**src/core/pmc_pkg.sv**
```systemverilog
// package of constants and types for the power mode control block
package pmc_pkg;
   // ****************************************
   // register offsets
   // ****************************************
   localparam logic [3:0] PMC_SCC0_OFF = 4'h0;
   localparam logic [3:0] PMC_SCC1_OFF = 4'h1;
   localparam logic [3:0] PMC_PROT_OFF = 4'h2;
   localparam logic [3:0] PMC_STAT_OFF = 4'h3;
   localparam logic [3:0] PMC_BUSC_OFF = 4'h4;
   // ****************************************
   // field positions
   // ****************************************
   localparam int PMC_SCC0_VREF_BIT = 0;
   localparam int PMC_SCC0_WPCS_BIT = 1;
   localparam int PMC_SCC0_MSTP_BIT = 2;
   localparam int PMC_SCC0_SUBSEL_BIT = 3;
   localparam int PMC_SCC0_DIV8_BIT = 4;
   localparam int PMC_SCC1_ACS_BIT = 0;
   localparam int PMC_PROT_EN_BIT = 0;
   localparam int PMC_BUSC_SINGLE_BIT = 0;
   // ****************************************
   // reset values
   // ****************************************
   localparam logic [7:0] PMC_SCC0_RST = 8'h10;
   localparam logic [7:0] PMC_SCC1_RST = 8'h00;
   localparam logic [7:0] PMC_PROT_RST = 8'h00;
   localparam logic [7:0] PMC_BUSC_RST = 8'h00;
   // ****************************************
   // oscillator restart time
   // ****************************************
   localparam int PMC_CLK_MHZ = 125;
   localparam int PMC_OSC_START_US = 20;
   localparam int PMC_OSC_START_CYC = PMC_OSC_START_US * PMC_CLK_MHZ;
   // ****************************************
   // power states
   // ****************************************
   typedef enum logic [1:0] {PMC_RUN, PMC_WAIT, PMC_STOP, PMC_WAKE} pmc_state_t;
endpackage : pmc_pkg

```
**src/core/pmc_power_mode_control.sv**
```systemverilog
// power mode control: stop, wait, clock gating and pin hold
//
// The register addresses and the address-and-strobe port were left to the implementer.
`timescale 1ns/100ps
`default_nettype none
module pmc_power_mode_control
   import pmc_pkg::*;
#(
   parameter int PORT_W = 16,
   parameter int OSC_START_CYC = PMC_OSC_START_CYC
) (
   // clock and reset
   input wire logic mclk_i,
   input wire logic rst_b_i,
   // register port
   input wire logic [3:0] reg_addr_i,
   input wire logic [7:0] reg_wdata_i,
   input wire logic reg_wr_i,
   input wire logic reg_rd_i,
   output logic [7:0] reg_rdata_o,
   // cpu side
   input wire logic wait_instr_i,
   input wire logic irq_enabled_i,
   output logic cpu_clk_en_o,
   output logic irq_seq_start_o,
   // pins
   input wire logic nmi_pin_b_i,
   // oscillator and clock gating
   output logic main_osc_en_o,
   output logic sub_osc_en_o,
   output logic main_osc_drv_en_o,
   output logic main_div8_o,
   output logic bclk_sub_sel_o,
   output logic periph_clk_en_o,
   output logic subclock_div32_peripheral_clock_clk_en_o,
   output logic vref_connect_o,
   // port and bus pin drive
   input wire logic [PORT_W-1:0] port_data_i,
   input wire logic [PORT_W-1:0] port_dir_i,
   input wire logic [PORT_W-1:0] bus_data_i,
   input wire logic [PORT_W-1:0] bus_oe_i,
   output logic [PORT_W-1:0] pin_out_o,
   output logic [PORT_W-1:0] pin_oe_o
);
   // ****************************************
   // registers and state
   // ****************************************
   pmc_state_t state;
   pmc_state_t next_state;
   logic [7:0] scc0;
   logic [7:0] scc1;
   logic [7:0] prot;
   logic [7:0] busc;
   logic [7:0] rdata;
   logic nmi_s1;
   logic nmi_s2;
   logic [31:0] osc_cnt;
   logic [PORT_W-1:0] pin_out;
   logic [PORT_W-1:0] pin_oe;
   // ****************************************
   // decode
   // ****************************************
   wire prot_off = prot[PMC_PROT_EN_BIT];
   wire wr_scc0 = reg_wr_i && reg_addr_i == PMC_SCC0_OFF && prot_off;
   wire wr_scc1 = reg_wr_i && reg_addr_i == PMC_SCC1_OFF && prot_off;
   wire wr_prot = reg_wr_i && reg_addr_i == PMC_PROT_OFF;
   wire wr_busc = reg_wr_i && reg_addr_i == PMC_BUSC_OFF;
   wire nmi_low = !nmi_s2;
   wire stop_req = wr_scc1 && reg_wdata_i[PMC_SCC1_ACS_BIT] && !nmi_low &&
                   state == PMC_RUN;
   wire wait_req = wait_instr_i && state == PMC_RUN;
   wire osc_done = osc_cnt >= 32'(OSC_START_CYC - 1);
   wire in_lp = state != PMC_RUN;
   wire single_chip = busc[PMC_BUSC_SINGLE_BIT];
   wire [PORT_W-1:0] next_pin_out = single_chip ? port_data_i : bus_data_i;
   wire [PORT_W-1:0] next_pin_oe = single_chip ? port_dir_i : bus_oe_i;
   wire [7:0] stat_val = {6'h00, state};
   wire [7:0] next_rdata = (reg_addr_i == PMC_SCC0_OFF) ? scc0 :
                           (reg_addr_i == PMC_SCC1_OFF) ? scc1 :
                           (reg_addr_i == PMC_PROT_OFF) ? prot :
                           (reg_addr_i == PMC_STAT_OFF) ? stat_val :
                           (reg_addr_i == PMC_BUSC_OFF) ? busc : 8'h00;
   // ****************************************
   // state machine
   // ****************************************
   always_comb begin
      next_state = state;
      case (state)
         PMC_RUN: begin
            if (stop_req) begin
               next_state = PMC_STOP;
            end else if (wait_req) begin
               next_state = PMC_WAIT;
            end
         end
         PMC_WAIT: begin
            if (irq_enabled_i) begin
               next_state = PMC_RUN;
            end
         end
         PMC_STOP: begin
            if (irq_enabled_i) begin
               next_state = PMC_WAKE;
            end
         end
         PMC_WAKE: begin
            if (osc_done) begin
               next_state = PMC_RUN;
            end
         end
         default: next_state = PMC_RUN;
      endcase
   end
   // ****************************************
   // sequential
   // ****************************************
   always_ff @(posedge mclk_i) begin
      nmi_s1 <= nmi_pin_b_i;
      nmi_s2 <= nmi_s1;
   end
   always_ff @(posedge mclk_i) begin
      if (!rst_b_i) begin
         state <= PMC_RUN;
         osc_cnt <= 32'h0;
      end else begin
         state <= next_state;
         osc_cnt <= (state == PMC_WAKE) ? osc_cnt + 32'h1 : 32'h0;
      end
   end
   always_ff @(posedge mclk_i) begin
      if (!rst_b_i) begin
         scc0 <= PMC_SCC0_RST;
         scc1 <= PMC_SCC1_RST;
         prot <= PMC_PROT_RST;
         busc <= PMC_BUSC_RST;
      end else begin
         if (wr_prot) begin
            prot <= reg_wdata_i;
         end
         if (wr_busc) begin
            busc <= reg_wdata_i;
         end
         if (wr_scc0) begin
            scc0 <= reg_wdata_i;
         end else if (stop_req && !scc0[PMC_SCC0_SUBSEL_BIT]) begin
            scc0[PMC_SCC0_DIV8_BIT] <= 1'b1;
         end
         if (state == PMC_STOP && irq_enabled_i) begin
            scc1[PMC_SCC1_ACS_BIT] <= 1'b0;
         end else if (wr_scc1) begin
            scc1 <= {reg_wdata_i[7:1], stop_req};
         end
      end
   end
   always_ff @(posedge mclk_i) begin
      if (!rst_b_i) begin
         pin_out <= '0;
         pin_oe <= '0;
         rdata <= 8'h00;
      end else begin
         rdata <= reg_rd_i ? next_rdata : 8'h00;
         if (!in_lp) begin
            pin_out <= next_pin_out;
            pin_oe <= next_pin_oe;
         end
      end
   end
   // ****************************************
   // outputs
   // ****************************************
   wire stopped = state == PMC_STOP;
   assign reg_rdata_o = rdata;
   assign cpu_clk_en_o = state == PMC_RUN;
   assign irq_seq_start_o = state == PMC_WAKE && osc_done;
   assign main_osc_en_o = !stopped;
   assign sub_osc_en_o = !stopped;
   assign main_osc_drv_en_o = !stopped && !scc0[PMC_SCC0_MSTP_BIT];
   assign main_div8_o = scc0[PMC_SCC0_DIV8_BIT];
   assign bclk_sub_sel_o = scc0[PMC_SCC0_SUBSEL_BIT];
   assign periph_clk_en_o = !stopped &&
                            !(state == PMC_WAIT && scc0[PMC_SCC0_WPCS_BIT]);
   assign subclock_div32_peripheral_clock_clk_en_o = !stopped;
   assign vref_connect_o = scc0[PMC_SCC0_VREF_BIT];
   assign pin_out_o = pin_out;
   assign pin_oe_o = pin_oe;
endmodule : pmc_power_mode_control
`default_nettype wire

```
**config.mk**
```make
export PLATFORM = sky130hd
export DESIGN_NAME = pmc_power_mode_control
export DESIGN_NICKNAME = d
export VERILOG_FILES = /design/src/core/pmc_pkg.sv /design/src/core/pmc_power_mode_control.sv
export SDC_FILE = /design/constraint.sdc
export NUM_CORES = 1
export LEC_CHECK = 0
export ABC_AREA = 1
export ABC_CLOCK_PERIOD_IN_PS = 4160
export BUFFER_PORTS_ARGS = -buffer_cell sky130_fd_sc_hd__buf_4
export CAP_MARGIN = 20
export CORE_UTILIZATION = 46
export CTS_CLUSTER_DIAMETER = 100
export CTS_CLUSTER_SIZE = 20
export DETAILED_ROUTE_END_ITERATION = 6
export PLACE_DENSITY = 0.71
export SETUP_SLACK_MARGIN = 0.2
export SLEW_MARGIN = 30
export SYNTH_ARGS = -nofsm -noshare
export SYNTH_HDL_FRONTEND = slang
export SYNTH_SLANG_ARGS = --single-unit
```
**constraint.sdc**
```tcl
create_clock -name mclk_i -period 4.16 [get_ports mclk_i]
set_input_delay 0.208 -clock mclk_i [delete_from_list [all_inputs] [get_ports mclk_i]]
set_output_delay 0.208 -clock mclk_i [all_outputs]
set_load 0.02 [all_outputs]
```
==> impl_metrics.csv <==
group,metric,value,unit
synthesis,ys_seq_elements,108,
grt,track_usage,0.254,
drt,num_vias,5067,
synthesis,yosysSeqAreaShare,0.432,
floorplan,boundaryPins,133,
synthesis,yosys_warnings,0,
timing,finalHoldViolCount,0,
min_path,holdCritPathClass,"input port to flop",
synthesis,synth_edf_count,0,
timing,setup_slack,2.17,ns
cts,clk_latency,0.37,ns
cells_and_area,final_core_util,0.599,
run,max_cap_violations,0,
critical_path,path_class,"flop to output port",
floorplan,placementRows,37,
cts,clock_sinks,108,
synthesis,postSynthCellCount,707,
drt,via_per_inst,5.25,
timing,finalClockSkew,0.00800,ns
placed_design,dpl.hpwl,10100,microns
cells_and_area,drive_above_1_share,0.222,
synthesis,synth_flop_cell,"dfxtp_1",
drt,wl_met2,6370,microns
drt,drc,0,
cells_and_area,area_growth,25.2,%
cts,cts.htree.levels,3,
placed_design,pre_cts_ws,2.33,ns
cts,cts_buffers,9,
floorplan,chipWidth,106,microns
drt,wl,13700,microns
timing,relSlewSlack,0.594,
power_and_ir_drop,vdd_drop_max,0.307,mV
timing,setup_violations,0,
timing,max_freq,0.503,GHz
grt,antenna_found_initial,0,
grt,grt_max_degree,61,
critical_path,end_kind,"output port",
grt,grt_overflow,0,
synthesis,synth.top_cell.area_share,0.432,
grt,grt_pass1_wl,22900,microns
drt,drtIter0Drc,217,
critical_path,worstPathMaxFanout,4,
synthesis,yosys.cell_types.count,37,
cts,cts_setup_buffers,0,
synthesis,async_reset_ff_frac,0,
drt,dr.pass1.iters,6,
placed_design,place.gp.congestion,0.898,
cells_and_area,nets,909,
floorplan,die_y,106,microns
timing,fin_tns_setup,0,ns
drt,met1_length,5970,microns
critical_path,worstPathRequired,3.95,ns
timing,finalCriticalPeriod,1.99,ns
drt,antenna_left,0,
timing,period_share,0.478,
synthesis,syn-num-nets,791,
cells_and_area,layout.cells.non_filler,966,
floorplan,coreArea,10500,sq um
placed_design,dp_cells,949,
timing,slew_violations,0,
cells_and_area,n_fill_cell,1008,
run_status,status,"completed",
floorplan,start_util,0.479,
synthesis,avgSynthCellArea,7.09,sq um
synthesis,ys_top_cells_by_area,"dfxtp_1 (43%), a21oi_1 (12%), nand2_1 (9.8%), o21ai_0 (6.2%), nor2_1 (5.6%)",
floorplan,die-area,11300,sq um
synthesis,yosysTopAreaCell,"dfxtp_1",
cells_and_area,n_antenna_cell,0,
grt,grt_pass1_vias,4951,
synthesis,synth.cell_area,5010,sq um
cts,cts_tree,"done",
critical_path,arrival,1.78,ns
cts,clk_pin_slew,0.10,ns
timing,worst_slew_pin_slew,0.607,ns
placed_design,io_buffers,132,
critical_path,critPathLaunchType,"flop",
drt,dr.max_layer_used,"met4",
power_and_ir_drop,leakagePower,2.41,nW
power_and_ir_drop,powerDensity,442,nW/um^2
cts,clockBufferDepth,2,
drt,met3WireLength,942,microns
drt,routedWlPerCell,14.2,microns
cts,root_buffer,"clkbuf_8",
timing,rsz0062_at_grt,"false",
[worst max-delay path, cell delays in order (launching register included)]
cell and delay [ns]:
dfxtp_1 0.40, ha_1 0.23, inv_1 0.06, nand2_1 0.06, inv_1 0.05, nand3_1 0.08, nand3_1 0.11, a21oi_1 0.24
buf_4 0.19
[through the flow]
stage	hold WS, ns	power [mW]	cell area, sq um
floorplan	0.236	1.76	5010
global placement	0.312	2.10	6050
detailed placement	0.317	2.12	6050
CTS	0.0700	2.79	6270
global route	0.0831	2.93	6270
finish	0.0897	2.77	6270
[per-layer routing]
layer  GRT usage  vias up
met5           0        -
met4       0.129        0
met3      0.0576       27
met2       0.405      160
met1       0.319     2302
li1            -     2578
[layout make-up]
type | instances | area [sq um] | share of cell area
Multi-Input combinational cell | 502 | 2460 | 0.392
Sequential cell | 108 | 2160 | 0.345
Timing Repair Buffer | 135 | 1020 | 0.162
Inverter | 69 | 259 | 0.0413
Tap cell | 136 | 170 | 0.0271
Clock buffer | 10 | 138 | 0.0219
Clock inverter | 6 | 68.8 | 0.0110
[flip-flops by register name, indices dropped and copies added (netlist names)]
signal and flops:
busc 8, nmi_s1 1, nmi_s2 1, osc_cnt 32
pin_oe_o 16, pin_out_o 16, prot 8, reg_rdata_o 8
scc0 8, scc1 8, state 2
[power by group]
part | internal (mW) | leakage, nW | switching, mW
clock network | 0.301 | 0.104 | 0.365
registers | 1.16 | 0.880 | 0.0797
logic | 0.335 | 1.42 | 0.528
[layout by cell type, fill, tap and decap left out, drive strengths merged, types with 4 or more instances in the layout]
| cell type | Yosys | layout |
|---|---|---|
| nand2 | 139 | 139 |
| buf | 8 | 134 |
| a21oi | 124 | 124 |
| dfxtp | 108 | 108 |
| nor2 | 85 | 85 |
| inv | 67 | 71 |
| o21ai | 69 | 69 |
| nand3 | 25 | 25 |
| nor3 | 19 | 19 |
| nand4 | 12 | 12 |
| clkbuf | 20 | 10 |
| nand3b | 6 | 6 |
| o22ai | 6 | 6 |
| and3 | 4 | 4 |
[timing repair]
item                                    CTS  global route
hold buffers                              1             0
endpoints found under the setup margin    0             0
resized for setup                         0             0
hold endpoints to repair                  1             0
[final timing paths]
| kind | start | end | slack (ns) | cells past startpoint |
|---|---|---|---|---|
| worst min-delay path | port_data_i[9] | pin_out_o[9] | 0.09 | 3 |
| worst min register to register | nmi_s1 | nmi_s2 | 0.34 | 0 |
| worst max register to register | osc_cnt[0] | osc_cnt[16] | 2.47 | 8 |
| worst max-delay path | osc_cnt[0] | irq_seq_start_o | 2.17 | 8 |
[cells in the mapped netlist (2+ instances only)]
master,instances
nor2_1,75
clkbuf_2,2
xor2_1,3
nor2_2,7
nor3_1,14
and3_1,4
nor3_2,3
nand3b_1,6
o22ai_1,6
clkinv_1,2
o21ai_0,62
nand2_1,131
nand2_4,2
nor3_4,2
o21ai_1,7
nand2_2,6
xnor2_1,3
a21oi_1,122
inv_2,5
clkbuf_1,18
buf_4,3
nor2_4,2
o211ai_1,3
nand3_1,23
dfxtp_1,108
buf_2,4
nand4_1,12
nand3_2,2
inv_1,62
[kinds of logic (layout without fill, tap and decap cells)]
logic type	count (synthesis)	count (layout)	synth area share
and+or+nand+nor	292	292	0.268
buffers and inverters	97	220	0.0779
AOI/OAI and AO/OA	203	203	0.209
xor gates and xnor gates	6	6	0.0105
DFF	108	108	0.432
adders and majority gates	1	1	0.00250
(Power assumes the default switching activity.)
